<file path="config.mk">
export PLATFORM = sky130hd
export DESIGN_NAME = sidetone_loop_eq_ctrl
export DESIGN_NICKNAME = d
export VERILOG_FILES = /design/src/sidetone_loop_eq_pkg.sv /design/src/sidetone_loop_eq_ctrl.sv
export SDC_FILE = /design/constraint.sdc
export NUM_CORES = 2
export LEC_CHECK = 0
export ABC_AREA = 1
export BUFFER_PORTS_ARGS = -buffer_cell sky130_fd_sc_hd__buf_2
export CAP_MARGIN = 20
export CORE_ASPECT_RATIO = 1.75
export CORE_MARGIN = 2
export CORE_UTILIZATION = 45
export CTS_CLUSTER_SIZE = 10
export DETAILED_ROUTE_END_ITERATION = 10
export PLACE_DENSITY = 0.59
export SLEW_MARGIN = 5
export SYNTH_ARGS = -nofsm -noshare
export SYNTH_HDL_FRONTEND = slang
export SYNTH_SLANG_ARGS = --single-unit
</file>
<file path="constraint.sdc">
create_clock -name core_clk -period 13.66 [get_ports core_clk]
set_input_delay 2.732 -clock core_clk [delete_from_list [all_inputs] [get_ports core_clk]]
set_output_delay 2.732 -clock core_clk [all_outputs]
set_load 0.02 [all_outputs]
</file>
<file path="src/sidetone_loop_eq_pkg.sv">
/*
  Constants, register map and carrier types for the sidetone mixer,
  echo-reference loop and five band equaliser control block.
  Assumes a classic Wishbone slave with 32-bit data, one register per
  aligned word at byte address four times the register index.
*/
// How it works
// [RULE_01] sidetone gain: -36 dB, 3 dB steps, 11XX 0 dB
// [RULE_02] right DAC source: 01 left, 10 right ADC
// [RULE_03] left DAC source: same coding, 00/11 off
// [RULE_04] sidetone taken after ADC high-pass filter
// [RULE_05] sidetone added to receive data before DAC
// [RULE_06] loop enable replaces transmit data with loop
// [RULE_07] select 0: left ADC, then DAC average
// [RULE_08] select 1: DAC average, then right ADC
// [RULE_09] DAC average uses post-volume DAC samples
// [RULE_10] equaliser bit 0 enables, resets to bypass
// [RULE_11] five independent band gains to filter engine
// [RULE_12] default band frequencies fixed, scale with rate
// [RULE_13] band gain 5 bits, 01100 0 dB, reserved clamp
// [RULE_14] band 1 at 15:11, band 2 at 10:6
// [RULE_15] bit 2 set: both channels share coefficients
// [RULE_16] bit 1 picks shared set: 0 left, 1 right
// [RULE_17] user coefficients at 338-355 and 358-375
// [RULE_18] loop off: transmit carries normal ADC data
package sidetone_loop_eq_pkg;

  localparam int SAMPLE_W = 24;
  localparam int COEF_WORDS = 18;

  // register indices (byte address is index * 4)
  localparam logic [9:0] IDX_RIGHT_SIDETONE = 10'h039;
  localparam logic [9:0] IDX_LEFT_SIDETONE = 10'h03a;
  localparam logic [9:0] IDX_ECHO_LOOP = 10'h11d;
  localparam logic [9:0] IDX_EQ_CONTROL = 10'h14f;
  localparam logic [9:0] IDX_LEFT_GAIN_A = 10'h150;
  localparam logic [9:0] IDX_LEFT_GAIN_B = 10'h151;
  localparam logic [9:0] IDX_LEFT_COEF_FIRST = 10'h152;
  localparam logic [9:0] IDX_LEFT_COEF_LAST = 10'h163;
  localparam logic [9:0] IDX_RIGHT_GAIN_A = 10'h164;
  localparam logic [9:0] IDX_RIGHT_GAIN_B = 10'h165;
  localparam logic [9:0] IDX_RIGHT_COEF_FIRST = 10'h166;
  localparam logic [9:0] IDX_RIGHT_COEF_LAST = 10'h177;

  // field positions
  localparam int SIDETONE_GAIN_LSB = 4;
  localparam int SIDETONE_SRC_LSB = 2;
  localparam int LOOP_ENABLE_BIT = 1;
  localparam int LOOP_SELECT_BIT = 0;
  localparam int EQ_ON_BIT = 0;
  localparam int EQ_SIDE_BIT = 1;
  localparam int EQ_COMMON_BIT = 2;
  localparam int BAND_HI_LSB = 11;
  localparam int BAND_MID_LSB = 6;
  localparam int BAND_LO_LSB = 1;

  // reset values
  localparam logic [15:0] RST_SIDETONE = 16'h0000;
  localparam logic [15:0] RST_ECHO_LOOP = 16'h0000;
  localparam logic [15:0] RST_EQ_CONTROL = 16'h0004;
  localparam logic [15:0] RST_GAIN_A = 16'h6318;
  localparam logic [15:0] RST_GAIN_B = 16'h6300;
  localparam logic [15:0] RST_COEF = 16'h0000;

  // sidetone source codes
  localparam logic [1:0] SRC_LEFT_ADC = 2'h1;
  localparam logic [1:0] SRC_RIGHT_ADC = 2'h2;

  // band gain codes
  localparam logic [4:0] BAND_GAIN_MAX = 5'h18;

  typedef struct packed {
    logic signed [SAMPLE_W-1:0] left;
    logic signed [SAMPLE_W-1:0] right;
  } stereo_s;

  typedef struct packed {
    logic [4:0] b1;
    logic [4:0] b2;
    logic [4:0] b3;
    logic [4:0] b4;
    logic [4:0] b5;
  } band_gains_s;

endpackage

</file>
<file path="src/sidetone_loop_eq_ctrl.sv">
/*
  Sidetone mixer, echo-reference loop and five band equaliser control,
  with a classic Wishbone register slave.
  Assumes all sample inputs are synchronous to core_clk and qualified by
  a one-cycle sample_valid pulse; the filter engine reads coefficients
  through the registered lookup port.
*/
// The implementer's own choice: the Wishbone interface to the registers.
`timescale 1ns/10ps
`default_nettype none
module sidetone_loop_eq_ctrl (
  input wire logic core_clk, // 10 MHz core clock
  input wire logic arst_n, // asynchronous reset, active low
  input wire logic wb_cyc_i, // wishbone cycle
  input wire logic wb_stb_i, // wishbone strobe
  input wire logic wb_we_i, // wishbone write enable
  input wire logic [11:0] wb_adr_i, // wishbone byte address
  input wire logic [3:0] wb_sel_i, // wishbone byte lanes
  input wire logic [31:0] wb_dat_i, // wishbone write data
  output logic [31:0] wb_dat_o, // wishbone read data
  output logic wb_ack_o, // wishbone acknowledge
  input wire logic sample_valid, // one-cycle new sample strobe
  input wire sidetone_loop_eq_pkg::stereo_s adc_hpf, // ADC after HPF
  input wire sidetone_loop_eq_pkg::stereo_s adc_routed, // normal tx data
  input wire sidetone_loop_eq_pkg::stereo_s port_rx, // serial port rx
  input wire sidetone_loop_eq_pkg::stereo_s dac_post_vol, // DAC after vol
  input wire logic coef_rd_chan, // lookup channel, 1 right
  input wire logic [4:0] coef_rd_idx, // lookup coefficient index
  output sidetone_loop_eq_pkg::stereo_s dac_in, // DAC input samples
  output sidetone_loop_eq_pkg::stereo_s port_tx, // serial port tx
  output logic dac_out_valid, // dac_in and port_tx updated
  output logic five_band_equaliser_on, // equaliser processes samples
  output sidetone_loop_eq_pkg::band_gains_s eq_left_gains, // left gains
  output sidetone_loop_eq_pkg::band_gains_s eq_right_gains, // right
  output logic [15:0] coef_rd_data // coefficient lookup result
);

  localparam int SW = sidetone_loop_eq_pkg::SAMPLE_W;
  localparam int CW = sidetone_loop_eq_pkg::COEF_WORDS;

  logic [15:0] right_sidetone_control;
  logic [15:0] left_sidetone_control;
  logic [15:0] echo_loop_control;
  logic [15:0] equaliser_control;
  logic [15:0] left_band_gain_a;
  logic [15:0] left_band_gain_b;
  logic [15:0] right_band_gain_a;
  logic [15:0] right_band_gain_b;
  logic [15:0] coef_mem [0:2*CW-1];

  logic [9:0] idx;
  logic bus_req;
  logic wr_stb;
  logic [15:0] wr_mask;
  logic [15:0] wr_data;
  logic coef_hit;
  logic [5:0] coef_addr;
  logic [15:0] next_rd;

  // ---------------------------------------------------------------
  // bus slave: ack one cycle after the request, dropped the next
  // ---------------------------------------------------------------
  assign idx = wb_adr_i[11:2];
  assign bus_req = wb_cyc_i & wb_stb_i & ~wb_ack_o;
  assign wr_stb = bus_req & wb_we_i;
  assign wr_mask = {{8{wb_sel_i[1]}}, {8{wb_sel_i[0]}}};
  assign wr_data = wb_dat_i[15:0];

  function automatic logic [15:0] merge(input logic [15:0] old_v);
    merge = (old_v & ~wr_mask) | (wr_data & wr_mask);
  endfunction

  always_comb begin
    coef_hit = 1'b0;
    coef_addr = 6'h00;
    if (idx >= sidetone_loop_eq_pkg::IDX_LEFT_COEF_FIRST &&
        idx <= sidetone_loop_eq_pkg::IDX_LEFT_COEF_LAST) begin
      coef_hit = 1'b1; // RULE_17
      coef_addr = 6'(idx - sidetone_loop_eq_pkg::IDX_LEFT_COEF_FIRST);
    end else if (idx >= sidetone_loop_eq_pkg::IDX_RIGHT_COEF_FIRST &&
                 idx <= sidetone_loop_eq_pkg::IDX_RIGHT_COEF_LAST) begin
      coef_hit = 1'b1; // RULE_17
      coef_addr = 6'(idx - sidetone_loop_eq_pkg::IDX_RIGHT_COEF_FIRST
                  + 10'(CW));
    end
  end

  always_comb begin
    next_rd = 16'h0000;
    if (idx == sidetone_loop_eq_pkg::IDX_RIGHT_SIDETONE) begin
      next_rd = right_sidetone_control;
    end else if (idx == sidetone_loop_eq_pkg::IDX_LEFT_SIDETONE) begin
      next_rd = left_sidetone_control;
    end else if (idx == sidetone_loop_eq_pkg::IDX_ECHO_LOOP) begin
      next_rd = echo_loop_control;
    end else if (idx == sidetone_loop_eq_pkg::IDX_EQ_CONTROL) begin
      next_rd = equaliser_control;
    end else if (idx == sidetone_loop_eq_pkg::IDX_LEFT_GAIN_A) begin
      next_rd = left_band_gain_a;
    end else if (idx == sidetone_loop_eq_pkg::IDX_LEFT_GAIN_B) begin
      next_rd = left_band_gain_b;
    end else if (idx == sidetone_loop_eq_pkg::IDX_RIGHT_GAIN_A) begin
      next_rd = right_band_gain_a;
    end else if (idx == sidetone_loop_eq_pkg::IDX_RIGHT_GAIN_B) begin
      next_rd = right_band_gain_b;
    end else if (coef_hit) begin
      next_rd = coef_mem[coef_addr];
    end
  end

  always_ff @(posedge core_clk or negedge arst_n) begin
    if (!arst_n) begin
      wb_ack_o <= 1'b0;
      wb_dat_o <= 32'h0000_0000;
    end else begin
      wb_ack_o <= bus_req;
      if (bus_req && !wb_we_i) begin
        wb_dat_o <= {16'h0000, next_rd};
      end
    end
  end

  // control registers; only the documented fields are stored
  always_ff @(posedge core_clk or negedge arst_n) begin
    if (!arst_n) begin
      right_sidetone_control <= sidetone_loop_eq_pkg::RST_SIDETONE;
      left_sidetone_control <= sidetone_loop_eq_pkg::RST_SIDETONE;
      echo_loop_control <= sidetone_loop_eq_pkg::RST_ECHO_LOOP;
      equaliser_control <= sidetone_loop_eq_pkg::RST_EQ_CONTROL; // RULE_10
      left_band_gain_a <= sidetone_loop_eq_pkg::RST_GAIN_A; // RULE_13
      left_band_gain_b <= sidetone_loop_eq_pkg::RST_GAIN_B;
      right_band_gain_a <= sidetone_loop_eq_pkg::RST_GAIN_A;
      right_band_gain_b <= sidetone_loop_eq_pkg::RST_GAIN_B;
    end else if (wr_stb) begin
      if (idx == sidetone_loop_eq_pkg::IDX_RIGHT_SIDETONE) begin
        right_sidetone_control <= merge(right_sidetone_control) &
                                  16'h00fc;
      end else if (idx == sidetone_loop_eq_pkg::IDX_LEFT_SIDETONE) begin
        left_sidetone_control <= merge(left_sidetone_control) & 16'h00fc;
      end else if (idx == sidetone_loop_eq_pkg::IDX_ECHO_LOOP) begin
        echo_loop_control <= merge(echo_loop_control) & 16'h0003;
      end else if (idx == sidetone_loop_eq_pkg::IDX_EQ_CONTROL) begin
        equaliser_control <= merge(equaliser_control) & 16'h0007;
      end else if (idx == sidetone_loop_eq_pkg::IDX_LEFT_GAIN_A) begin
        left_band_gain_a <= merge(left_band_gain_a) & 16'hfffe; // RULE_14
      end else if (idx == sidetone_loop_eq_pkg::IDX_LEFT_GAIN_B) begin
        left_band_gain_b <= merge(left_band_gain_b) & 16'hffc0;
      end else if (idx == sidetone_loop_eq_pkg::IDX_RIGHT_GAIN_A) begin
        right_band_gain_a <= merge(right_band_gain_a) & 16'hfffe;
      end else if (idx == sidetone_loop_eq_pkg::IDX_RIGHT_GAIN_B) begin
        right_band_gain_b <= merge(right_band_gain_b) & 16'hffc0;
      end
    end
  end

  // user coefficient store, one bank per channel
  always_ff @(posedge core_clk or negedge arst_n) begin
    if (!arst_n) begin
      for (int i = 0; i < 2 * CW; i++) begin
        coef_mem[i] <= sidetone_loop_eq_pkg::RST_COEF;
      end
    end else if (wr_stb && coef_hit) begin
      coef_mem[coef_addr] <= merge(coef_mem[coef_addr]); // RULE_17
    end
  end

  // ---------------------------------------------------------------
  // equaliser control towards the filter engine
  // ---------------------------------------------------------------
  logic common_coefficient_on;
  logic common_coefficient_side;
  logic coef_bank;
  logic [5:0] coef_rd_addr;

  assign common_coefficient_on =
    equaliser_control[sidetone_loop_eq_pkg::EQ_COMMON_BIT];
  assign common_coefficient_side =
    equaliser_control[sidetone_loop_eq_pkg::EQ_SIDE_BIT];
  // shared mode overrides the requesting channel's own bank
  assign coef_bank = common_coefficient_on ? common_coefficient_side
                                           : coef_rd_chan; // RULE_15 RULE_16
  assign coef_rd_addr = coef_bank ? 6'(coef_rd_idx + 5'(CW))
                                  : {1'b0, coef_rd_idx};

  // reserved codes above +12 dB are applied as +12 dB
  function automatic logic [4:0] band(input logic [15:0] r, input int lsb);
    logic [4:0] g;
    g = r[lsb +: 5];
    band = (g > sidetone_loop_eq_pkg::BAND_GAIN_MAX) ?
           sidetone_loop_eq_pkg::BAND_GAIN_MAX : g; // RULE_13
  endfunction

  always_ff @(posedge core_clk or negedge arst_n) begin
    if (!arst_n) begin
      five_band_equaliser_on <= 1'b0;
      eq_left_gains <= '0;
      eq_right_gains <= '0;
      coef_rd_data <= 16'h0000;
    end else begin
      five_band_equaliser_on <=
        equaliser_control[sidetone_loop_eq_pkg::EQ_ON_BIT]; // RULE_10
      // each band and channel carries its own gain; band frequencies
      // stay fixed unless the engine loads user coefficients
      eq_left_gains <= '{ // RULE_11 RULE_12 RULE_14
        band(left_band_gain_a, sidetone_loop_eq_pkg::BAND_HI_LSB),
        band(left_band_gain_a, sidetone_loop_eq_pkg::BAND_MID_LSB),
        band(left_band_gain_a, sidetone_loop_eq_pkg::BAND_LO_LSB),
        band(left_band_gain_b, sidetone_loop_eq_pkg::BAND_HI_LSB),
        band(left_band_gain_b, sidetone_loop_eq_pkg::BAND_MID_LSB)};
      eq_right_gains <= '{ // RULE_11
        band(right_band_gain_a, sidetone_loop_eq_pkg::BAND_HI_LSB),
        band(right_band_gain_a, sidetone_loop_eq_pkg::BAND_MID_LSB),
        band(right_band_gain_a, sidetone_loop_eq_pkg::BAND_LO_LSB),
        band(right_band_gain_b, sidetone_loop_eq_pkg::BAND_HI_LSB),
        band(right_band_gain_b, sidetone_loop_eq_pkg::BAND_MID_LSB)};
      coef_rd_data <= coef_mem[coef_rd_addr];
    end
  end

  // ---------------------------------------------------------------
  // sidetone mixer
  // ---------------------------------------------------------------
  // attenuation as an unsigned fraction of 2^15
  function automatic logic [15:0] st_gain(input logic [3:0] code);
    case (code)
      4'h0: st_gain = 16'h0207;
      4'h1: st_gain = 16'h02dd;
      4'h2: st_gain = 16'h040c;
      4'h3: st_gain = 16'h05b8;
      4'h4: st_gain = 16'h0814;
      4'h5: st_gain = 16'h0b68;
      4'h6: st_gain = 16'h101d;
      4'h7: st_gain = 16'h16c3;
      4'h8: st_gain = 16'h2027;
      4'h9: st_gain = 16'h2d6b;
      4'ha: st_gain = 16'h4027;
      4'hb: st_gain = 16'h5a9e;
      default: st_gain = 16'h8000;
    endcase
  endfunction

  // sidetone source picks from the post-HPF ADC samples only
  function automatic logic signed [SW-1:0] st_pick(input logic [1:0] s);
    case (s)
      sidetone_loop_eq_pkg::SRC_LEFT_ADC: st_pick = adc_hpf.left;
      sidetone_loop_eq_pkg::SRC_RIGHT_ADC: st_pick = adc_hpf.right;
      default: st_pick = '0;
    endcase
  endfunction

  function automatic logic signed [SW-1:0] st_mix(
    input logic signed [SW-1:0] rx, input logic [15:0] ctl);
    logic signed [SW-1:0] src;
    logic signed [SW+16:0] prod;
    logic signed [SW:0] sum;
    src = st_pick(ctl[sidetone_loop_eq_pkg::SIDETONE_SRC_LSB +: 2]);
    prod = src * $signed({1'b0,
           st_gain(ctl[sidetone_loop_eq_pkg::SIDETONE_GAIN_LSB +: 4])});
    sum = rx + $signed(prod[SW+14:15]);
    // saturate rather than wrap at full scale
    if (sum[SW] != sum[SW-1]) begin
      st_mix = sum[SW] ? {1'b1, {(SW-1){1'b0}}} : {1'b0, {(SW-1){1'b1}}};
    end else begin
      st_mix = sum[SW-1:0];
    end
  endfunction

  always_ff @(posedge core_clk or negedge arst_n) begin
    if (!arst_n) begin
      dac_in <= '0;
    end else if (sample_valid) begin
      dac_in.left <= st_mix(port_rx.left,
                            left_sidetone_control); // RULE_01 RULE_03 RULE_04 RULE_05
      dac_in.right <= st_mix(port_rx.right,
                             right_sidetone_control); // RULE_01 RULE_02 RULE_04 RULE_05
    end
  end

  // ---------------------------------------------------------------
  // echo-reference loop on the transmit slots
  // ---------------------------------------------------------------
  logic echo_loop_enable;
  logic echo_loop_select;
  logic signed [SW:0] dac_sum;
  logic signed [SW-1:0] dac_avg;

  assign echo_loop_enable =
    echo_loop_control[sidetone_loop_eq_pkg::LOOP_ENABLE_BIT];
  assign echo_loop_select =
    echo_loop_control[sidetone_loop_eq_pkg::LOOP_SELECT_BIT];
  // post-volume samples, so a muted channel adds zero and halves the average
  assign dac_sum = dac_post_vol.left + dac_post_vol.right; // RULE_09
  assign dac_avg = dac_sum[SW:1];

  always_ff @(posedge core_clk or negedge arst_n) begin
    if (!arst_n) begin
      port_tx <= '0;
    end else if (sample_valid) begin
      if (!echo_loop_enable) begin
        port_tx <= adc_routed; // RULE_18
      end else if (!echo_loop_select) begin
        port_tx <= '{adc_hpf.left, dac_avg}; // RULE_06 RULE_07
      end else begin
        port_tx <= '{dac_avg, adc_hpf.right}; // RULE_06 RULE_08
      end
    end
  end

  always_ff @(posedge core_clk or negedge arst_n) begin
    if (!arst_n) begin
      dac_out_valid <= 1'b0;
    end else begin
      dac_out_valid <= sample_valid;
    end
  end

endmodule // sidetone_loop_eq_ctrl
`default_nettype wire

</file>
==> parameters.txt <==
Parameter                              Value

Run status
  Outcome    complete, no violations

STA
  Setup clock skew after layout    between 0.06 and 0.07 ns
  Hold_ws    0.356 ns
  Number of endpoints failing setup at the final stage    0
  FMAX    82.7 MHz
  Minimum clock period    around 12 ns
  Rel. slew slack    0.185
  Actual slew at the worst max-slew pin    1.22 ns
  Final-layout setup total negative slack    0 ns
  RSZ-0062 raised after global routing    no
  Final cycle utilization of the critical path    0.885
  Final Hold Viols    0
  Max-slew violations    0

Pwr
  Power spent charging and discharging nets    0.00173 W
  Power share of the clock group    0.423
  PwrDens    70.3 nW/um^2
  Part of the total power dissipated in combinational logic    0.138
  Overall power after layout    0.00574 W
  Max IR drop VDD    96.5 uV
  Leakage power    39.5 nW
  Sequential share of power    0.439
  Pint    about 0.004 W
  Sw Ratio    0.302

Route
  Violation count after the first detailed-route iteration    5783
  Routed vias/inst    between 5 and 6
  Detailed-route wire length per cell    23.7 um
  Post-detailed-route DRC marker count    0
  Number of nets with antenna violations after detailed routing    0
  Detailed Route WL    292 mm
  TritonRoute pass-1 iters    6
  Via count    68900

Critical path
  Req. time, crit path    14.22 ns
  Slowest stage delay, CP    ~0.91 ns
  Critical path endpoint category    flop
  Critical-path top delay cell    sky130_fd_sc_hd__o22ai_1
  Type of the setup path with the least slack    input pin to flop
  Setup crit start kind    input pin
  Largest driver fanout on the critical path    22
  Most frequent CP cell    sky130_fd_sc_hd__nand2_1
  Worst path arrival time    12.65 ns

Clock tree
  Deepest clock path buffer count    3
  TritonCTS clock tree    yes
  CTS clk-pin slew, worst paths    around 0.06 ns
  TritonCTS sink count    824
  Root buf cell    sky130_fd_sc_hd__clkbuf_16
  Source-to-sink clock delay at the later pin of the worst-skew pair    0.74 ns
  Total clock buffers created by CTS    96
  Count of instances resized after the clock tree is built    0
  Number of hold buffers added after CTS    0
  Number of H-tree levels    3
  Setup Buffers After CTS    0

Logic synthesis
  Largest area contributor in the netlist    sky130_fd_sc_hd__dfrtp_1
  Fraction of synthesized cell area taken by the top area cell type    0.267
  Gate Count Post-Synth    between 9000 and 10000
  Count of flip-flops with a built-in enable after synthesis    0
  Portion of the post-synthesis area used by sequential elements    0.275
  Post-synthesis sequential element count    824
  Leading cell types by total area after synthesis    sky130_fd_sc_hd__dfrtp_1, sky130_fd_sc_hd__fa_1, sky130_fd_sc_hd__nand2_1
  Async SR Flop Fraction    1.00
  Cell variety after synth    58
  Predominant post-synthesis flop cell    sky130_fd_sc_hd__dfrtp_1
  Average cell area after synthesis    7.52 sq um
  Yosys Warn Count    0
  Cell area after synthesis    75200 sq um

Finish
  Share of layout cells above drive strength 1    0.0762
  Fillers    16600
  Area delta synth->final    8.51%
  Final-stage net count    11400

GRT
  Via count of the first global-routing pass    69800
  First-pass GRT wire length    435 mm
  Aggregate global routing overflow    0
  Met1 layer usage reported by global route    0.362
  Global Route met2 Usage    0.602
  Total global-route track usage    0.342
  Pin count of the biggest net entering global routing    193
  GRT Max-Usage Layer    met2
  Antenna violations before repair    32
  M3 GR Usage    0.0635

Die
  Die outline height    545 um
  Floorplan row count    198
  Initial Utilization    0.452
  Floorplan die area    171000 sq um
  Die Span X    313 um
  Placeable core region    166000 sq um
  Total I/O pin count    between 400 and 500

Placed design
  Detailed placement HPWL    220 mm
  Global placer's final weighted congestion    1.04
  IO buf count    412

Worst hold path
  Type of the most critical hold path    flop to flop

Flow run
  Max Cap Viol    0
worst paths after layout:
path | cells past startpoint | from | slack (ns) | end
hold / removal | 0 | flop | 0.36 | eq_right_gains[24]
setup reg to reg | 36 | flop | 2.58 | dac_in[24]
setup / recovery | 35 | adc_hpf[15] | 1.57 | dac_in[24]
max in group asynchronous | 3 | arst_n | 9.27 | coef_mem[334]
hold reg to reg | 0 | flop | 0.36 | eq_right_gains[24]
min in group asynchronous | 1 | arst_n | 2.07 | coef_mem[65]
registers in the layout, indices dropped and copies added (netlist names), named ones only:
| register | flops |
|---|---|
| coef_mem | 576 |
| coef_rd_data | 16 |
| dac_in | 48 |
| dac_out_valid | 1 |
| eq_left_gains | 25 |
| eq_right_gains | 25 |
| five_band_equaliser_on | 1 |
| port_tx | 48 |
| wb_ack_o | 1 |
| wb_dat_o | 16 |
area by class of cell:
| class | instances | area [sq um] | area share |
|---|---|---|---|
| Inverter | 1525 | 5730 | 0.0703 |
| Clock inverter | 14 | 189 | 0.00232 |
| Antenna cell | 16 | 40.0 | 0.000491 |
| Tap cell | 2200 | 2750 | 0.0337 |
| Multi-Input combinational cell | 7090 | 46400 | 0.569 |
| Timing Repair Buffer | 554 | 3270 | 0.0401 |
| Sequential cell | 824 | 20600 | 0.253 |
| Clock buffer | 121 | 2560 | 0.0313 |
synth_stat cells, drive strengths merged, types with 3 or more instances:
cell    instances
clkinv         17
dfrtp         803
nand2        2761
buf           167
nor4           14
a31oi          19
o211ai        279
nand3b          3
nor3           34
o221ai          4
fa            729
a311oi          6
o21ai        1149
inv          1508
a21oi         459
nand4          26
nor2          705
a21o           15
ha            305
xor2           80
or2            13
o32ai          15
o22ai          48
a211oi          5
o21bai          7
nand3         284
a221oi          8
o21a           18
xnor2          60
dfstp          21
clkbuf        402
o31ai          16
cell families (layout without fill, tap and decap cells):
family	Yosys count	in the layout	share of synthesized area
compound gates	2059	2059	0.154
xor+xnor	140	140	0.0163
other cells	1	32	0.0000499
flops	824	824	0.275
fa+ha+maj	1034	1034	0.245
simple gates	3841	3841	0.200
buf+inv	2094	2214	0.110
critical path, delay by kind of cell:
family,cells,cell delay [ns]
compound gates,4,1.61
xor+xnor,2,0.46
fa+ha+maj,8,3.87
buf+inv,8,1.08
simple gates,13,2.88
stage by stage:
step                      utilization  setup WS (ns)  cells  instance area (sq um)
after floorplan                     -           3.34  10000                  75200
after global placement          0.473           1.24  12200                  78700
after detailed placement        0.474           1.28  12200                  78800
after CTS                       0.490           2.00  12300                  81500
after global routing            0.491           1.24  12300                  81600
final                           0.491           1.57  12300                  81600
power by group through the flow:
stage / combinational [W] / clock (W) / sequential [W]
detailed placement: 0.000779 / 0 / 0.00256
CTS: 0.000782 / 0.00247 / 0.00252
global route: 0.000838 / 0.00255 / 0.00252
finish: 0.000793 / 0.00243 / 0.00252
floorplan: 0.000354 / 0 / 0.00261
global placement: 0.000775 / 0 / 0.00256
layer usage:
layer,up-vias,share of wire,wire (um)
li1,31500,-,-
met1,33600,0.34,100000
met2,2871,0.50,145000
met3,890,0.071,20700
met4,24,0.089,26200
met5,-,0.00054,157
cell usage in the layout, fill, tap and decap left out, drive strengths merged, types with 15 or more instances in the layout:
cell / n
clkbuf: 122
xnor2: 60
nor2: 705
a31oi: 19
inv: 1510
o21ai: 1149
a21oi: 459
o211ai: 279
o32ai: 15
o22ai: 48
ha: 305
nand4: 26
dfstp: 21
o21a: 18
diode: 16
nand2: 2761
nand3: 284
dfrtp: 803
clkinv: 28
nor3: 34
buf: 552
xor2: 80
a21o: 15
o31ai: 16
conb: 16
fa: 729
Power figures use the tool's default switching activity.
